$ cat src/core/gain_bias_pkg.sv
package gain_bias_pkg;

   // ------------------------------------------------------------
   // Register addresses
   // ------------------------------------------------------------
   localparam logic [6:0] ADDR_SOFT_RESET = 7'h02;
   localparam logic [6:0] ADDR_A_BIAS = 7'h04;
   localparam logic [6:0] ADDR_A_ATTEN = 7'h05;
   localparam logic [6:0] ADDR_B_BIAS = 7'h06;
   localparam logic [6:0] ADDR_B_ATTEN = 7'h07;

   // ------------------------------------------------------------
   // Field layout and reset values
   // ------------------------------------------------------------
   localparam int SRST_A_BIT = 0;
   localparam int SRST_B_BIT = 4;
   localparam logic [7:0] BIAS_RESET = 8'h20;
   localparam logic [5:0] ATTEN_RESET = 6'h0B;
   localparam logic [5:0] ATTEN_MIN = 6'h00;
   localparam logic [5:0] ATTEN_MAX = 6'h27;
   localparam logic [1:0] ATTEN_RSVD = 2'h0;
   localparam logic [7:0] READ_ZERO = 8'h00;

   // Power level 0 (lowest) to 8 (highest)
   localparam logic [3:0] LEVEL_LOW = 4'h0;
   localparam logic [3:0] LEVEL_HIGH = 4'h8;

   // One channel's stored control bytes
   typedef struct packed {
      logic [7:0] bias;
      logic [5:0] atten;
   } chan_ctrl_t;

endpackage : gain_bias_pkg

$ cat src/core/gain_bias_regs.sv
`timescale 1ns/100ps

module gain_bias_regs
   import gain_bias_pkg::*;
(
   // Clock and reset
   input wire logic clk,
   input wire logic rst,
   // Register port
   input wire logic wr_en,
   input wire logic rd_en,
   input wire logic [6:0] addr,
   input wire logic [7:0] wr_data,
   output logic [7:0] rd_data,
   // Channel control outputs
   output logic [7:0] chan_a_bias_out,
   output logic [7:0] chan_a_atten_out,
   output logic [7:0] chan_b_bias_out,
   output logic [7:0] chan_b_atten_out,
   // Decoded controls
   output logic [3:0] chan_a_level,
   output logic [3:0] chan_b_level,
   output logic [5:0] chan_a_step,
   output logic [5:0] chan_b_step
);

   localparam chan_ctrl_t CHAN_RESET = '{bias: BIAS_RESET, atten: ATTEN_RESET};

   // Power level from the highest set bias bit
   function automatic logic [3:0] bias_level(input logic [7:0] b);
      logic [3:0] lvl;
      lvl = LEVEL_LOW;
      for (int i = 0; i < 8; i++)
      begin
         if (b[i])
         begin
            lvl = 4'(i + 1);
         end
      end
      return lvl;
   endfunction : bias_level

   // Attenuation step with out-of-range codes clamped
   function automatic logic [5:0] atten_clamp(input logic [5:0] c);
      return (c > ATTEN_MAX) ? ATTEN_MAX : c;
   endfunction : atten_clamp

   chan_ctrl_t a_reg, a_next, b_reg, b_next;
   logic [7:0] rd_reg, rd_next;
   logic [3:0] lva_reg, lva_next, lvb_reg, lvb_next;
   logic [5:0] sta_reg, sta_next, stb_reg, stb_next;
   logic srst_a, srst_b;

   // ------------------------------------------------------------
   // Register write and soft reset
   // ------------------------------------------------------------
   // Soft reset bits act in the write cycle and are never stored
   always_comb
   begin
      srst_a = wr_en && addr == ADDR_SOFT_RESET && wr_data[SRST_A_BIT];
      srst_b = wr_en && addr == ADDR_SOFT_RESET && wr_data[SRST_B_BIT];
      a_next = a_reg;
      b_next = b_reg;
      if (wr_en)
      begin
         unique case (addr)
            ADDR_A_BIAS: a_next.bias = wr_data;
            ADDR_A_ATTEN: a_next.atten = wr_data[5:0];
            ADDR_B_BIAS: b_next.bias = wr_data;
            ADDR_B_ATTEN: b_next.atten = wr_data[5:0];
            default: ;
         endcase
      end
      if (srst_a)
      begin
         a_next = CHAN_RESET;
      end
      if (srst_b)
      begin
         b_next = CHAN_RESET;
      end
   end

   // ------------------------------------------------------------
   // Read data and decode
   // ------------------------------------------------------------
   // Read mux; reserved and unmapped addresses read zero
   always_comb
   begin
      rd_next = rd_reg;
      if (rd_en)
      begin
         unique case (addr)
            ADDR_A_BIAS: rd_next = a_reg.bias;
            ADDR_A_ATTEN: rd_next = {ATTEN_RSVD, a_reg.atten};
            ADDR_B_BIAS: rd_next = b_reg.bias;
            ADDR_B_ATTEN: rd_next = {ATTEN_RSVD, b_reg.atten};
            default: rd_next = READ_ZERO;
         endcase
      end
      lva_next = bias_level(a_next.bias);
      lvb_next = bias_level(b_next.bias);
      sta_next = atten_clamp(a_next.atten);
      stb_next = atten_clamp(b_next.atten);
   end

   // State registers
   always_ff @(posedge clk)
   begin
      if (rst)
      begin
         a_reg <= CHAN_RESET;
         b_reg <= CHAN_RESET;
         rd_reg <= READ_ZERO;
         lva_reg <= bias_level(BIAS_RESET);
         lvb_reg <= bias_level(BIAS_RESET);
         sta_reg <= ATTEN_RESET;
         stb_reg <= ATTEN_RESET;
      end
      else
      begin
         a_reg <= a_next;
         b_reg <= b_next;
         rd_reg <= rd_next;
         lva_reg <= lva_next;
         lvb_reg <= lvb_next;
         sta_reg <= sta_next;
         stb_reg <= stb_next;
      end
   end

   // Outputs straight from flip-flops
   assign chan_a_bias_out = a_reg.bias;
   assign chan_b_bias_out = b_reg.bias;
   assign chan_a_atten_out = {ATTEN_RSVD, a_reg.atten};
   assign chan_b_atten_out = {ATTEN_RSVD, b_reg.atten};
   assign rd_data = rd_reg;
   assign chan_a_level = lva_reg;
   assign chan_b_level = lvb_reg;
   assign chan_a_step = sta_reg;
   assign chan_b_step = stb_reg;

   // ------------------------------------------------------------
   // Checks
   // ------------------------------------------------------------
   chk_bias_top_high: assert property (@(posedge clk) disable iff (rst)
      chan_a_bias_out[7] |-> chan_a_level == LEVEL_HIGH)
      else $error("top bias bit not highest level");
   chk_bias_zero_low: assert property (@(posedge clk) disable iff (rst)
      chan_b_bias_out == READ_ZERO |-> chan_b_level == LEVEL_LOW)
      else $error("zero bias not lowest level");
   chk_bias_msb_level: assert property (@(posedge clk) disable iff (rst)
      chan_a_bias_out[7:5] == 3'h1 |-> chan_a_level == 4'h6)
      else $error("bias level not from top set bit");
   chk_atten_rsvd_zero: assert property (@(posedge clk)
      chan_a_atten_out[7:6] == ATTEN_RSVD && chan_b_atten_out[7:6] == ATTEN_RSVD)
      else $error("reserved attenuator bits not zero");
   chk_atten_reset_val: assert property (@(posedge clk)
      $past(rst) |-> chan_a_atten_out[5:0] == ATTEN_RESET && chan_b_bias_out == BIAS_RESET)
      else $error("wrong reset values");
   chk_atten_clamp_max: assert property (@(posedge clk) disable iff (rst)
      chan_b_step == ((chan_b_atten_out[5:0] > ATTEN_MAX) ? ATTEN_MAX
      : chan_b_atten_out[5:0]))
      else $error("attenuation step out of range");
   chk_atten_min_pass: assert property (@(posedge clk) disable iff (rst)
      chan_a_atten_out[5:0] == ATTEN_MIN |-> chan_a_step == ATTEN_MIN)
      else $error("minimum attenuation not passed");
   chk_soft_reset_a: assert property (@(posedge clk) disable iff (rst)
      wr_en && addr == ADDR_SOFT_RESET && wr_data[SRST_A_BIT]
      |=> chan_a_bias_out == BIAS_RESET && chan_a_atten_out[5:0] == ATTEN_RESET)
      else $error("soft reset A did not clear channel");
   chk_write_addr_b: assert property (@(posedge clk) disable iff (rst)
      wr_en && addr == ADDR_B_BIAS |=> chan_b_bias_out == $past(wr_data))
      else $error("channel B bias write lost");

   // Channel B soft reset restores both of its bytes
   chk_soft_reset_b: assert property (@(posedge clk) disable iff (rst)
      wr_en && addr == ADDR_SOFT_RESET && wr_data[SRST_B_BIT]
      |=> chan_b_bias_out == BIAS_RESET && chan_b_atten_out[5:0] == ATTEN_RESET)
      else $error("soft reset B did not clear channel");

   // A zero in the channel A reset bit leaves that channel alone
   chk_srst_zero_none: assert property (@(posedge clk) disable iff (rst)
      wr_en && addr == ADDR_SOFT_RESET && !wr_data[SRST_A_BIT]
      |=> $stable(chan_a_bias_out) && $stable(chan_a_atten_out))
      else $error("zero soft reset bit changed channel A");

   // Self-clearing reset bits never read back as set
   chk_read_srst_zero: assert property (@(posedge clk) disable iff (rst)
      rd_en && addr == ADDR_SOFT_RESET |=> rd_data == READ_ZERO)
      else $error("soft reset register read not zero");

   // Channel A writes land at their own addresses
   chk_write_addr_a: assert property (@(posedge clk) disable iff (rst)
      wr_en && addr == ADDR_A_BIAS |=> chan_a_bias_out == $past(wr_data))
      else $error("channel A bias write lost");

   chk_atten_write_a: assert property (@(posedge clk) disable iff (rst)
      wr_en && addr == ADDR_A_ATTEN |=> chan_a_atten_out[5:0] == $past(wr_data[5:0]))
      else $error("channel A attenuator write lost");

   chk_atten_write_b: assert property (@(posedge clk) disable iff (rst)
      wr_en && addr == ADDR_B_ATTEN |=> chan_b_atten_out[5:0] == $past(wr_data[5:0]))
      else $error("channel B attenuator write lost");

   // Reserved attenuator bits read back as zero
   chk_read_rsvd_zero: assert property (@(posedge clk) disable iff (rst)
      rd_en && addr == ADDR_A_ATTEN |=> rd_data[7:6] == ATTEN_RSVD)
      else $error("reserved attenuator bits read non-zero");

   // Top valid code gives maximum attenuation on channel A
   chk_atten_max_a: assert property (@(posedge clk) disable iff (rst)
      chan_a_atten_out[5:0] == ATTEN_MAX |-> chan_a_step == ATTEN_MAX)
      else $error("maximum attenuation not passed");

   // Channel B level also follows the top set bias bit
   chk_bias_level_b: assert property (@(posedge clk) disable iff (rst)
      chan_b_bias_out[7:5] == 3'h1 |-> chan_b_level == 4'h6)
      else $error("channel B bias level not from top set bit");

endmodule : gain_bias_regs

$ cat config.mk
export PLATFORM = sky130hd
export DESIGN_NAME = gain_bias_regs
export DESIGN_NICKNAME = d
export VERILOG_FILES = /design/src/core/gain_bias_pkg.sv /design/src/core/gain_bias_regs.sv
export SDC_FILE = /design/constraint.sdc
export NUM_CORES = 1
export LEC_CHECK = 0
export ABC_CLOCK_PERIOD_IN_PS = 3700
export CAP_MARGIN = 10
export CORE_UTILIZATION = 50
export DETAILED_ROUTE_END_ITERATION = 8
export DONT_BUFFER_PORTS = 1
export PLACE_DENSITY = 0.64
export SLEW_MARGIN = 20
export SYNTH_ARGS = -nofsm -noshare
export SYNTH_HDL_FRONTEND = slang
export SYNTH_SLANG_ARGS = --single-unit
$ cat constraint.sdc
create_clock -name clk -period 3.7 [get_ports clk]
set_input_delay 0.185 -clock clk [delete_from_list [all_inputs] [get_ports clk]]
set_output_delay 0.185 -clock clk [all_outputs]
set_load 0.1 [all_outputs]
==> summary.txt, run 1 <==
Yosys warnings - 0
Longest individual stage delay on the worst path - 1.02 ns
Placed wire-length estimate - 4.42 mm
Number of antenna diodes - 0
Final hold violation count - 0
Initial core utilization - 0.533
Antenna Violating Nets Remaining - 0
Setup TNS - 0 ns
Top Ports - 79
H-tree levels - 2
Final Net Count - 279
Number of global-route vias before repair - 1812
Maximum number of pins on one net before global-route repair - 24
Relative slew slack - 0.266
Setup Slack @ Placement - 1.61 ns
Detailed Route Iter0 Violations - 162
Data arrival time of the critical path - 2.08 ns
Endpoint with the worst hold slack - chan_a_bias_out[5]
Commonest non-fill, non-tap cell in the layout - sky130_fd_sc_hd__dfxtp_1
Reg2reg path depth - 4
Buf+Inv Stages, Crit Path - 0
Final GP Congestion - 0.848
Clock latency of the later-clocked register in the worst-skew pair - 0.31 ns
Final worst path period need - 1.83 ns
Remaining Overflow, GRT - 0
WL/cell - 19.6 µm
Share of the clock period used by the worst path - 0.494
Via count - 1899
Share of the yosys chip area belonging to registers - 0.454
Worst min path class - in2reg
Leak - 0.00101 µW
Synthesized area per cell - 9.20 µm²
Kind of critical path - reg2reg
Overall die width - 71.0 µm
Sort of element at the start of the critical path - register
Number of maximum-capacitance constraint violations - 0
Beginning of the worst hold path - rst
Commonest non-fill, non-tap cells in the layout - sky130_fd_sc_hd__dfxtp_1, sky130_fd_sc_hd__nor2_1, sky130_fd_sc_hd__mux2i_1
Clock skew - 0.00463 ns
Total Routing Usage GR - 0.249
RSZ-0062 raised after global routing - false
Power density relative to cell area - 392 nW/µm²
Maximum ir drop on the vdd rail - 0.242 mV
Clock-pin slew on the worst setup and hold paths - 0.09 ns
Tot Pwr - 987 µW
RR Startpoint - chan_b_bias_out[4]
Initial antenna violation count - 0
Clock Path Buffers - 2
Worst hold margin - 0.0194 ns
Worst EP required - 3.95 ns
Final Worst Setup Slack - 1.87 ns
#FFs+latches synth - 54
Cells after Synth - 259
Die ar. - 5050 µm²
Share of layout cells above drive strength 1 - 0.0958
Root cell of the clock tree - sky130_fd_sc_hd__clkbuf_8
Number of clock buffers inserted by TritonCTS - 5
Wire length of the first global-routing pass - 9.45 mm
Post-route DRC violation count - 8
TritonCTS clock tree - done
Unique masters post-synth - 43
Number of setup buffers added after CTS - 0
End of the worst register-to-register path - chan_b_level[0]
Area of the mapped netlist - 2380 µm²
Critical path peak fanout - 4
Cell family contributing the most delay on the critical path - flip-flops
Worst path slowest cell - sky130_fd_sc_hd__dfxtp_1
Worst Hold Depth - 1
Vias per cell - 6.07
Number of instances in the placed design - 304
Hold-fix buffer count after cts - 1
PostCTS Resize Cnt - 0
Failing checks - DRC
Run status - finished, violations left
R2r setup slk - 1.87 ns
Category of the worst setup path capture point - register
Number of port buffers - 0
Chip height - 71.0 µm
Area growth syn-to-layout - 5.56%
Upper clock frequency limit - 0.547 GHz
Core region area - 4470 µm²
Clock Sink Count - 54
Slew Limit Fails - 0
Actual slew at the worst max-slew pin - 1.10 ns
Routed WL - 6.13 mm
First-pass iteration count of the detailed router - 7
Final setup fails - 0
Ordered list of cells on the worst path - a22oi_1 > nand2b_1 > a21bo_1 > nand2_1
Non-filler instance count after layout - 313
Cell row count - 24
Fillers - 417
[cell type report]
type	instances	area, µm²	area share
Inverter	6	22.5	0.00895
Tap cell	52	65.1	0.0259
Sequential cell	54	1080	0.431
Clock inverter	1	5.00	0.00199
Multi-Input combinational cell	185	1190	0.473
Clock buffer	7	86.3	0.0343
Timing Repair Buffer	8	62.6	0.0249
[stage by stage]
step	util	instance area (µm²)
after floorplan	-	2390
after global placement	0.540	2410
after detailed placement	0.540	2410
after CTS	0.562	2520
after global routing	0.562	2520
final	0.562	2520
[worst register-to-register path: stages, from the launching register on]
cell                       delay [ns]
sky130_fd_sc_hd__dfxtp_1         1.02
sky130_fd_sc_hd__a22oi_1         0.29
sky130_fd_sc_hd__nand2b_1        0.23
sky130_fd_sc_hd__a21bo_1         0.19
sky130_fd_sc_hd__nand2_1         0.05
[sequential cells by signal (all words and copies together), names as in the netlist]
| register | flops |
|---|---|
| chan_a_bias_out | 8 |
| chan_b_bias_out | 8 |
| rd_data | 8 |
| chan_a_atten_out | 6 |
| chan_a_step | 6 |
| chan_b_atten_out | 6 |
| chan_b_step | 6 |
| chan_a_level | 3 |
| chan_b_level | 3 |
[how the worst max path moves through the flow]
stage | from | to | cells past startpoint
after floorplan | chan_b_bias_out[5] | chan_b_level[2] | 4
after global placement | addr[5] | chan_a_step[2] | 6
after detailed placement | addr[5] | chan_a_step[2] | 6
after CTS | chan_b_bias_out[4] | chan_b_level[0] | 4
after global routing | chan_a_atten_out[5] | rd_data[5] | 5
final | chan_b_bias_out[4] | chan_b_level[0] | 4
[logic make-up after synthesis]
| logic type | count (synthesis) | share of synthesized area |
|---|---|---|
| compound gates | 54 | 0.165 |
| buf+inv | 23 | 0.0514 |
| flops | 54 | 0.454 |
| simple gates | 103 | 0.228 |
| mux | 24 | 0.101 |
| other cells | 1 | 0.00157 |
[cell usage after synthesis]
cell type | instances | share of area
sky130_fd_sc_hd__a21bo_1 | 1 | 0.0042
sky130_fd_sc_hd__a21o_1 | 2 | 0.0063
sky130_fd_sc_hd__a21oi_1 | 10 | 0.021
sky130_fd_sc_hd__a221o_1 | 6 | 0.025
sky130_fd_sc_hd__a221oi_1 | 1 | 0.0037
sky130_fd_sc_hd__a22o_1 | 6 | 0.022
sky130_fd_sc_hd__a22oi_1 | 12 | 0.038
sky130_fd_sc_hd__a31oi_1 | 2 | 0.0052
sky130_fd_sc_hd__and2_1 | 1 | 0.0026
sky130_fd_sc_hd__and3_1 | 3 | 0.0079
sky130_fd_sc_hd__and3b_1 | 2 | 0.0074
sky130_fd_sc_hd__and4_1 | 1 | 0.0037
sky130_fd_sc_hd__buf_1 | 1 | 0.0016
sky130_fd_sc_hd__buf_2 | 2 | 0.0042
sky130_fd_sc_hd__buf_4 | 9 | 0.028
sky130_fd_sc_hd__clkbuf_1 | 5 | 0.0079
sky130_fd_sc_hd__conb_1 | 1 | 0.0016
sky130_fd_sc_hd__dfxtp_1 | 54 | 0.45
sky130_fd_sc_hd__inv_1 | 6 | 0.0094
sky130_fd_sc_hd__mux2i_1 | 24 | 0.10
sky130_fd_sc_hd__nand2_1 | 21 | 0.033
sky130_fd_sc_hd__nand2_2 | 1 | 0.0026
sky130_fd_sc_hd__nand2b_1 | 6 | 0.016
sky130_fd_sc_hd__nand3_1 | 9 | 0.019
sky130_fd_sc_hd__nand4_1 | 3 | 0.0079
sky130_fd_sc_hd__nand4b_1 | 1 | 0.0037
sky130_fd_sc_hd__nor2_1 | 38 | 0.060
sky130_fd_sc_hd__nor2_2 | 1 | 0.0026
sky130_fd_sc_hd__nor2b_1 | 6 | 0.016
sky130_fd_sc_hd__nor3_1 | 2 | 0.0042
sky130_fd_sc_hd__nor3_2 | 1 | 0.0042
sky130_fd_sc_hd__nor3_4 | 1 | 0.0068
sky130_fd_sc_hd__nor3b_1 | 2 | 0.0063
sky130_fd_sc_hd__nor4_4 | 1 | 0.0089
sky130_fd_sc_hd__nor4bb_4 | 1 | 0.010
sky130_fd_sc_hd__o211ai_1 | 2 | 0.0063
sky130_fd_sc_hd__o211ai_2 | 1 | 0.0052
sky130_fd_sc_hd__o21a_1 | 1 | 0.0032
sky130_fd_sc_hd__o21ai_0 | 8 | 0.017
sky130_fd_sc_hd__o21ba_2 | 1 | 0.0042
sky130_fd_sc_hd__o22a_1 | 1 | 0.0037
sky130_fd_sc_hd__or2_2 | 1 | 0.0026
sky130_fd_sc_hd__or3_1 | 1 | 0.0026
[power by group]
part,switching (µW),internal (µW),leakage [µW]
Combinational,38.3,15.1,0.000520
Clock,188,152,0.0000482
Sequential,11.3,582,0.000437
[per-layer routing]
metal  routed length, µm  vias to the layer above  global-route usage
li1                    -                      919                   -
met1                2760                      889               0.333
met2                2700                       85               0.375
met3                 591                        6              0.0812
met4                  74                        0              0.0911
met5                   0                        -                   0
Note: power is estimated with default switching activity, not from simulation.
==> run 2, diff against run 1 <==
- ABC_CLOCK_PERIOD_IN_PS: 3700 -> 1800
- clock period: 3.7 -> 1.8 ns (I/O delays scaled with it)
==> summary.txt, run 2 (synthesis results as in run 1) <==
Run status - finished, violations left (unchanged)
Failing checks - DRC (unchanged)
Remaining Overflow, GRT - 0 (unchanged)
Chip height - 71.0 µm (unchanged)
Number of antenna diodes - 0 (unchanged)
Endpoint with the worst hold slack - chan_b_bias_out[4] (was chan_a_bias_out[5])
R2r setup slk - 0.50 ns (was 1.87 ns)
Post-route DRC violation count - 8 (unchanged)
Number of global-route vias before repair - 2065 (was 1812)
Sort of element at the start of the critical path - primary input (was register)
Ordered list of cells on the worst path - dlymetal6s4s_1 > nor2_1 > dlygate4sd3_1 (was a22oi_1 > nand2b_1 > a21bo_1 > nand2_1)
Buf+Inv Stages, Crit Path - 2 (was 0)
Reg2reg path depth - 3 (was 4)
WL/cell - 17.9 µm (was 19.6 µm)
Fraction of met2 tracks used by global routing - 0.417 (was 0.375)
Setup TNS - 0 ns (unchanged)
Maximum number of pins on one net before global-route repair - 29 (was 24)
Number of port buffers - 0 (unchanged)
Final hold violation count - 0 (unchanged)
Core region area - 4470 µm² (unchanged)
Final Net Count - 337 (was 279)
Relative slew slack - 0.293 (was 0.266)
Placed cell areas - 2790 µm² (was 2410 µm²)
Data arrival time of the critical path - 1.67 ns (was 2.08 ns)
Slew Limit Fails - 0 (unchanged)
Share of the clock period used by the worst path - 0.818
Setup Slack @ Placement - 0.205 ns (was 1.61 ns)
Number of setup buffers added after CTS - 0 (unchanged)
Antenna Violating Nets Remaining - 0 (unchanged)
Met3 GRT Util - 0.0541 (was 0.0812)
RR Startpoint - chan_a_bias_out[0] (was chan_b_bias_out[4])
Routing layer with the top usage in global route - met2 (unchanged)
End of the worst register-to-register path - chan_a_bias_out[0] (was chan_b_level[0])
Power density relative to cell area - 677 nW/µm² (was 392 nW/µm²)
Maximum ir drop on the vdd rail - 0.524 mV (was 0.242 mV)
Final Worst Setup Slack - 0.327 ns (was 1.87 ns)
Initial antenna violation count - 0 (unchanged)
Die ar. - 5050 µm² (unchanged)
Final worst path period need - 1.47 ns
Fillers - 406 (was 417)
RSZ-0062 raised after global routing - false (unchanged)
Kind of critical path - in2reg (was reg2reg)
Upper clock frequency limit - 0.679 GHz
Clock Sink Count - 54 (unchanged)
Detailed Route Iter0 Violations - 212 (was 162)
Clock latency of the later-clocked register in the worst-skew pair - 0.31 ns (about the same)
Clock-pin slew on the worst setup and hold paths - 0.09 ns (about the same)
Longest individual stage delay on the worst path - 0.86 ns (was 1.02 ns)
TritonCTS clock tree - done (unchanged)
Total Routing Usage GR - 0.275 (was 0.249)
Worst path slowest cell - sky130_fd_sc_hd__dlymetal6s4s_1 (was sky130_fd_sc_hd__dfxtp_1)
Post-route cell area - 2960 µm² (was 2520 µm²)
Clock Path Buffers - 2 (unchanged)
Category of the worst setup path capture point - register (unchanged)
Cell family contributing the most delay on the critical path - buffers and inverters (was flip-flops)
Cell row count - 24 (unchanged)
First-pass iteration count of the detailed router - 7 (unchanged)
Root cell of the clock tree - sky130_fd_sc_hd__clkbuf_8 (unchanged)
Routed WL - 6.61 mm (was 6.13 mm)
Worst Hold Depth - 2 (was 1)
Commonest non-fill, non-tap cells in the layout - sky130_fd_sc_hd__buf_4, sky130_fd_sc_hd__dfxtp_1, sky130_fd_sc_hd__nor2_1 (was sky130_fd_sc_hd__dfxtp_1, sky130_fd_sc_hd__nor2_1, sky130_fd_sc_hd__mux2i_1)
Worst EP required - 2.00 ns (was 3.95 ns)
Number of clock buffers inserted by TritonCTS - 5 (unchanged)
Area growth syn-to-layout - 24.1% (was 5.56%)
Clock skew - 0.00471 ns (was 0.00463 ns)
Overall die width - 71.0 µm (unchanged)
Number of maximum-capacitance constraint violations - 0 (unchanged)
GR met1 Demand/Resource - 0.383 (was 0.333)
Commonest non-fill, non-tap cell in the layout - sky130_fd_sc_hd__buf_4 (was sky130_fd_sc_hd__dfxtp_1)
Final GP Congestion - 0.847 (was 0.848)
Vias per cell - 5.89 (was 6.07)
Utilization after layout - 0.661 (was 0.562)
Worst min path class - in2reg (unchanged)
H-tree levels - 2 (unchanged)
Share of layout cells above drive strength 1 - 0.230 (was 0.0958)
Leak - 0.00129 µW (was 0.00101 µW)
Critical path peak fanout - 28 (was 4)
Via count - 2178 (was 1899)
Wire length of the first global-routing pass - 10.5 mm (was 9.45 mm)
Placed wire-length estimate - 4.68 mm (was 4.42 mm)
Final setup fails - 0 (unchanged)
Beginning of the worst hold path - wr_data[4] (was rst)
Initial core utilization - 0.533 (unchanged)
Actual slew at the worst max-slew pin - 1.06 ns (was 1.10 ns)
Top Ports - 79 (unchanged)
[run 2: timing repair]
action                                 in CTS  in global routing
setup endpoints to repair                   0                  1
endpoints found under the hold margin      40                  0
hold buffers                                9                  0
resized for setup                           0                  1
[run 2: layer usage]
layer | vias up | routed length, µm
met5 | - | 0
met4 | 0 | 172
met3 | 15 | 560
met2 | 100 | 2960
met1 | 1033 | 2920
li1 | 1030 | -
[run 2: cell type report]
type / count / area [µm²] / area share
inverters: 6 / 22.5 / 0.00761
well taps: 52 / 65.1 / 0.0220
repair buffers: 66 / 520 / 0.176
multi-input cells: 185 / 1190 / 0.403
flip-flops and latches: 54 / 1080 / 0.366
clock buffers: 7 / 76.3 / 0.0258
[run 2: worst max path at each step]
stage | from | endpoint | slack [ns] | depth (start not counted)
final | rst | chan_a_bias_out[0] | 0.33 | 3
after CTS | rst | chan_a_bias_out[0] | 0.04 | 3
after global routing | addr[5] | chan_a_bias_out[0] | 0.27 | 6
after global placement | addr[5] | chan_b_step[4] | 0.24 | 6
after detailed placement | addr[3] | chan_b_level[2] | 0.21 | 5
after floorplan | chan_b_bias_out[5] | chan_b_level[2] | 0.12 | 4
[run 2: worst register-to-register path: stages (launching register included)]
cell	delay [ns]
sky130_fd_sc_hd__dfxtp_1	0.34
sky130_fd_sc_hd__a22oi_1	0.19
sky130_fd_sc_hd__nor2_1	0.06
sky130_fd_sc_hd__dlygate4sd3_1	0.60
[run 2: stage by stage]
step	total power, µW	instances	hold WS (ns)
after floorplan	1370	262	0.215
after global placement	1350	354	0.165
after detailed placement	1350	354	0.166
after CTS	2020	370	0.00715
after global routing	2070	370	0.0195
final	2000	370	0.0128
[run 2: power breakdown]
group          internal (µW)  switching [µW]
clock network            269             374
registers               1200            1.99
logic                   46.6             115
==> run 3, diff against run 2 <==
- ABC_CLOCK_PERIOD_IN_PS: 1800 -> 1200
- PLACE_DENSITY: 0.64 -> 0.67
- clock period: 1.8 -> 1.2 ns (I/O delays scaled with it)
==> summary.txt, run 3 (synthesis results as in run 1) <==
Run status - finished, violations left (unchanged)
Failing checks - DRC, hold timing (was DRC)
Clock Path Buffers - 2 (unchanged)
H-tree levels - 2 (unchanged)
First-pass iteration count of the detailed router - 7 (unchanged)
Routing layer with the top usage in global route - met2 (unchanged)
Commonest non-fill, non-tap cell in the layout - sky130_fd_sc_hd__buf_4 (unchanged)
Final hold violation count - 37 (was 0)
Share of the clock period used by the worst path - 0.961
Top Ports - 79 (unchanged)
Final worst path period need - 1.15 ns
Worst hold margin - -0.184 ns (was 0.0128 ns)
Maximum number of pins on one net before global-route repair - 32 (was 29)
Number of clock buffers inserted by TritonCTS - 5 (unchanged)
Final setup fails - 0 (unchanged)
Worst min path class - in2reg (unchanged)
Root cell of the clock tree - sky130_fd_sc_hd__clkbuf_8 (unchanged)
Category of the worst setup path capture point - register (unchanged)
Number of global-route vias before repair - 2153 (was 2065)
Routed WL - 7.06 mm (was 6.61 mm)
Data arrival time of the critical path - 1.35 ns (was 1.67 ns)
Core region area - 4470 µm² (unchanged)
Final Net Count - 363 (was 337)
Cell row count - 24 (unchanged)
WL/cell - 17.8 µm (was 17.9 µm)
Upper clock frequency limit - 0.867 GHz
Fraction of met2 tracks used by global routing - 0.475 (was 0.417)
Share of layout cells above drive strength 1 - 0.438 (was 0.230)
Clock-pin slew on the worst setup and hold paths - 0.10 ns (was 0.09 ns)
Vias per cell - 5.79 (was 5.89)
Initial core utilization - 0.533 (unchanged)
Hold-fix buffer count after cts - 5 (was 9)
Die ar. - 5050 µm² (unchanged)
Ordered list of cells on the worst path - mux2i_1 > nor2_1 > a221o_1 > mux2i_1 > nor2_1 (was dlymetal6s4s_1 > nor2_1 > dlygate4sd3_1)
Overall die width - 71.0 µm (unchanged)
Tot Pwr - 3180 µW (was 2000 µW)
Clock skew - 0.00747 ns (was 0.00471 ns)
Power density relative to cell area - 941 nW/µm² (was 677 nW/µm²)
Via count - 2299 (was 2178)
Worst path slowest cell - sky130_fd_sc_hd__dfxtp_4 (was sky130_fd_sc_hd__dlymetal6s4s_1)
Leak - 0.00148 µW (was 0.00129 µW)
Slew Limit Fails - 0 (unchanged)
Longest individual stage delay on the worst path - 0.35 ns (was 0.86 ns)
Number of instances in the placed design - 383 (was 354)
Final GP Congestion - 0.865 (was 0.847)
Utilization after layout - 0.756 (was 0.661)
Area growth syn-to-layout - 41.9% (was 24.1%)
Clock latency of the later-clocked register in the worst-skew pair - 0.30 ns (was 0.31 ns)
Non-filler instance count after layout - 397 (was 370)
Maximum ir drop on the vdd rail - 0.986 mV (was 0.524 mV)
Sort of element at the start of the critical path - register (was primary input)
Initial antenna violation count - 0 (unchanged)
GR met1 Demand/Resource - 0.394 (was 0.383)
Reg2reg path depth - 5 (was 3)
Number of antenna diodes - 0 (unchanged)
Final Worst Setup Slack - 0.0470 ns (was 0.327 ns)
Number of maximum-capacitance constraint violations - 0 (unchanged)
Commonest non-fill, non-tap cells in the layout - sky130_fd_sc_hd__buf_4, sky130_fd_sc_hd__nor2_1, sky130_fd_sc_hd__mux2i_1 (was sky130_fd_sc_hd__buf_4, sky130_fd_sc_hd__dfxtp_1, sky130_fd_sc_hd__nor2_1)
Setup Slack @ Placement - -0.271 ns (was 0.205 ns)
Wire length of the first global-routing pass - 11.0 mm (was 10.5 mm)
Number of port buffers - 0 (unchanged)
RSZ-0062 raised after global routing - true (was false)
Chip height - 71.0 µm (unchanged)
Clock Sink Count - 54 (unchanged)
Worst EP required - 1.40 ns (was 2.00 ns)
Kind of critical path - reg2reg (was in2reg)
Total Routing Usage GR - 0.288 (was 0.275)
Post-route DRC violation count - 8 (unchanged)
Placed wire-length estimate - 5.08 mm (was 4.68 mm)
Worst Hold Depth - 1 (was 2)
Remaining Overflow, GRT - 0 (unchanged)
Antenna Violating Nets Remaining - 0 (unchanged)
Fillers - 340 (was 406)
Critical path peak fanout - 2 (was 28)
Met3 GRT Util - 0.0499 (was 0.0541)
TritonCTS clock tree - done (unchanged)
Detailed Route Iter0 Violations - 205 (was 212)
-- run 3: cell count changes in the layout (fill, tap and decap cells not counted), moves of 2 or more --
cell                            before  now
sky130_fd_sc_hd__buf_4              57   83
sky130_fd_sc_hd__a22oi_1            12    9
sky130_fd_sc_hd__dfxtp_2             2   20
sky130_fd_sc_hd__dlygate4sd3_1       8    5
sky130_fd_sc_hd__dfxtp_4             0   14
sky130_fd_sc_hd__nand2_1            21   19
sky130_fd_sc_hd__a22oi_2             0    3
sky130_fd_sc_hd__buf_12              0    4
sky130_fd_sc_hd__dfxtp_1            52   20
-- run 3: layer usage --
| metal | up-vias | part of all wire |
|---|---|---|
| met5 | - | 0 |
| met4 | 0 | 0.020 |
| met3 | 16 | 0.071 |
| met2 | 103 | 0.48 |
| met1 | 1089 | 0.43 |
| li1 | 1091 | - |
-- run 3: critical path: cells and delay by family (launching register included) --
kind	cells	cell delay, ns
AOI/OAI and AO/OA	1	0.29
and+or+nand+nor	2	0.11
muxes	2	0.29
DFF	1	0.35
-- run 3: cell type report --
class | instances | area, µm² | area share
well taps | 52 | 65.1 | 0.0192
inverters | 6 | 22.5 | 0.00666
clock buffers | 8 | 111 | 0.0329
flip-flops and latches | 54 | 1160 | 0.342
repair buffers | 92 | 753 | 0.223
multi-input cells | 185 | 1270 | 0.376
-- run 3: power breakdown --
group / switching (µW) / total, µW / leakage (µW) / internal, µW
Combinational: 157 / 239 / 0.000973 / 82.4
Sequential: 3.35 / 1770 / 0.000450 / 1760
Clock: 580 / 1180 / 0.0000566 / 597
Total: 741 / 3180 / 0.00148 / 2440
-- run 3: stage by stage --
stage          TNS [ns]  area (µm²)
6_report              0        3380
5_1_grt         -0.0504        3380
4_1_cts               0        3350
3_5_place_dp      -4.74        3190
3_3_place_gp      -3.93        3190
2_1_floorplan     -1.46        2560
-- run 3: what timing repair did --
action,4_1_cts,5_1_grt
setup endpoints to repair,0,8
endpoints found under the hold margin,42,38
setup buffers,0,1
resized for setup,0,6
-- run 3: worst paths after layout --
| kind | to | start | slack [ns] |
|---|---|---|---|
| worst max-delay path | rd_data[0] | chan_b_atten_out[0] | 0.05 |
| worst min-delay path | chan_b_bias_out[6] | rst | -0.18 |
| worst max register to register | rd_data[0] | chan_b_atten_out[0] | 0.05 |
| worst min register to register | rd_data[7] | rd_data[7] | 0.49 |
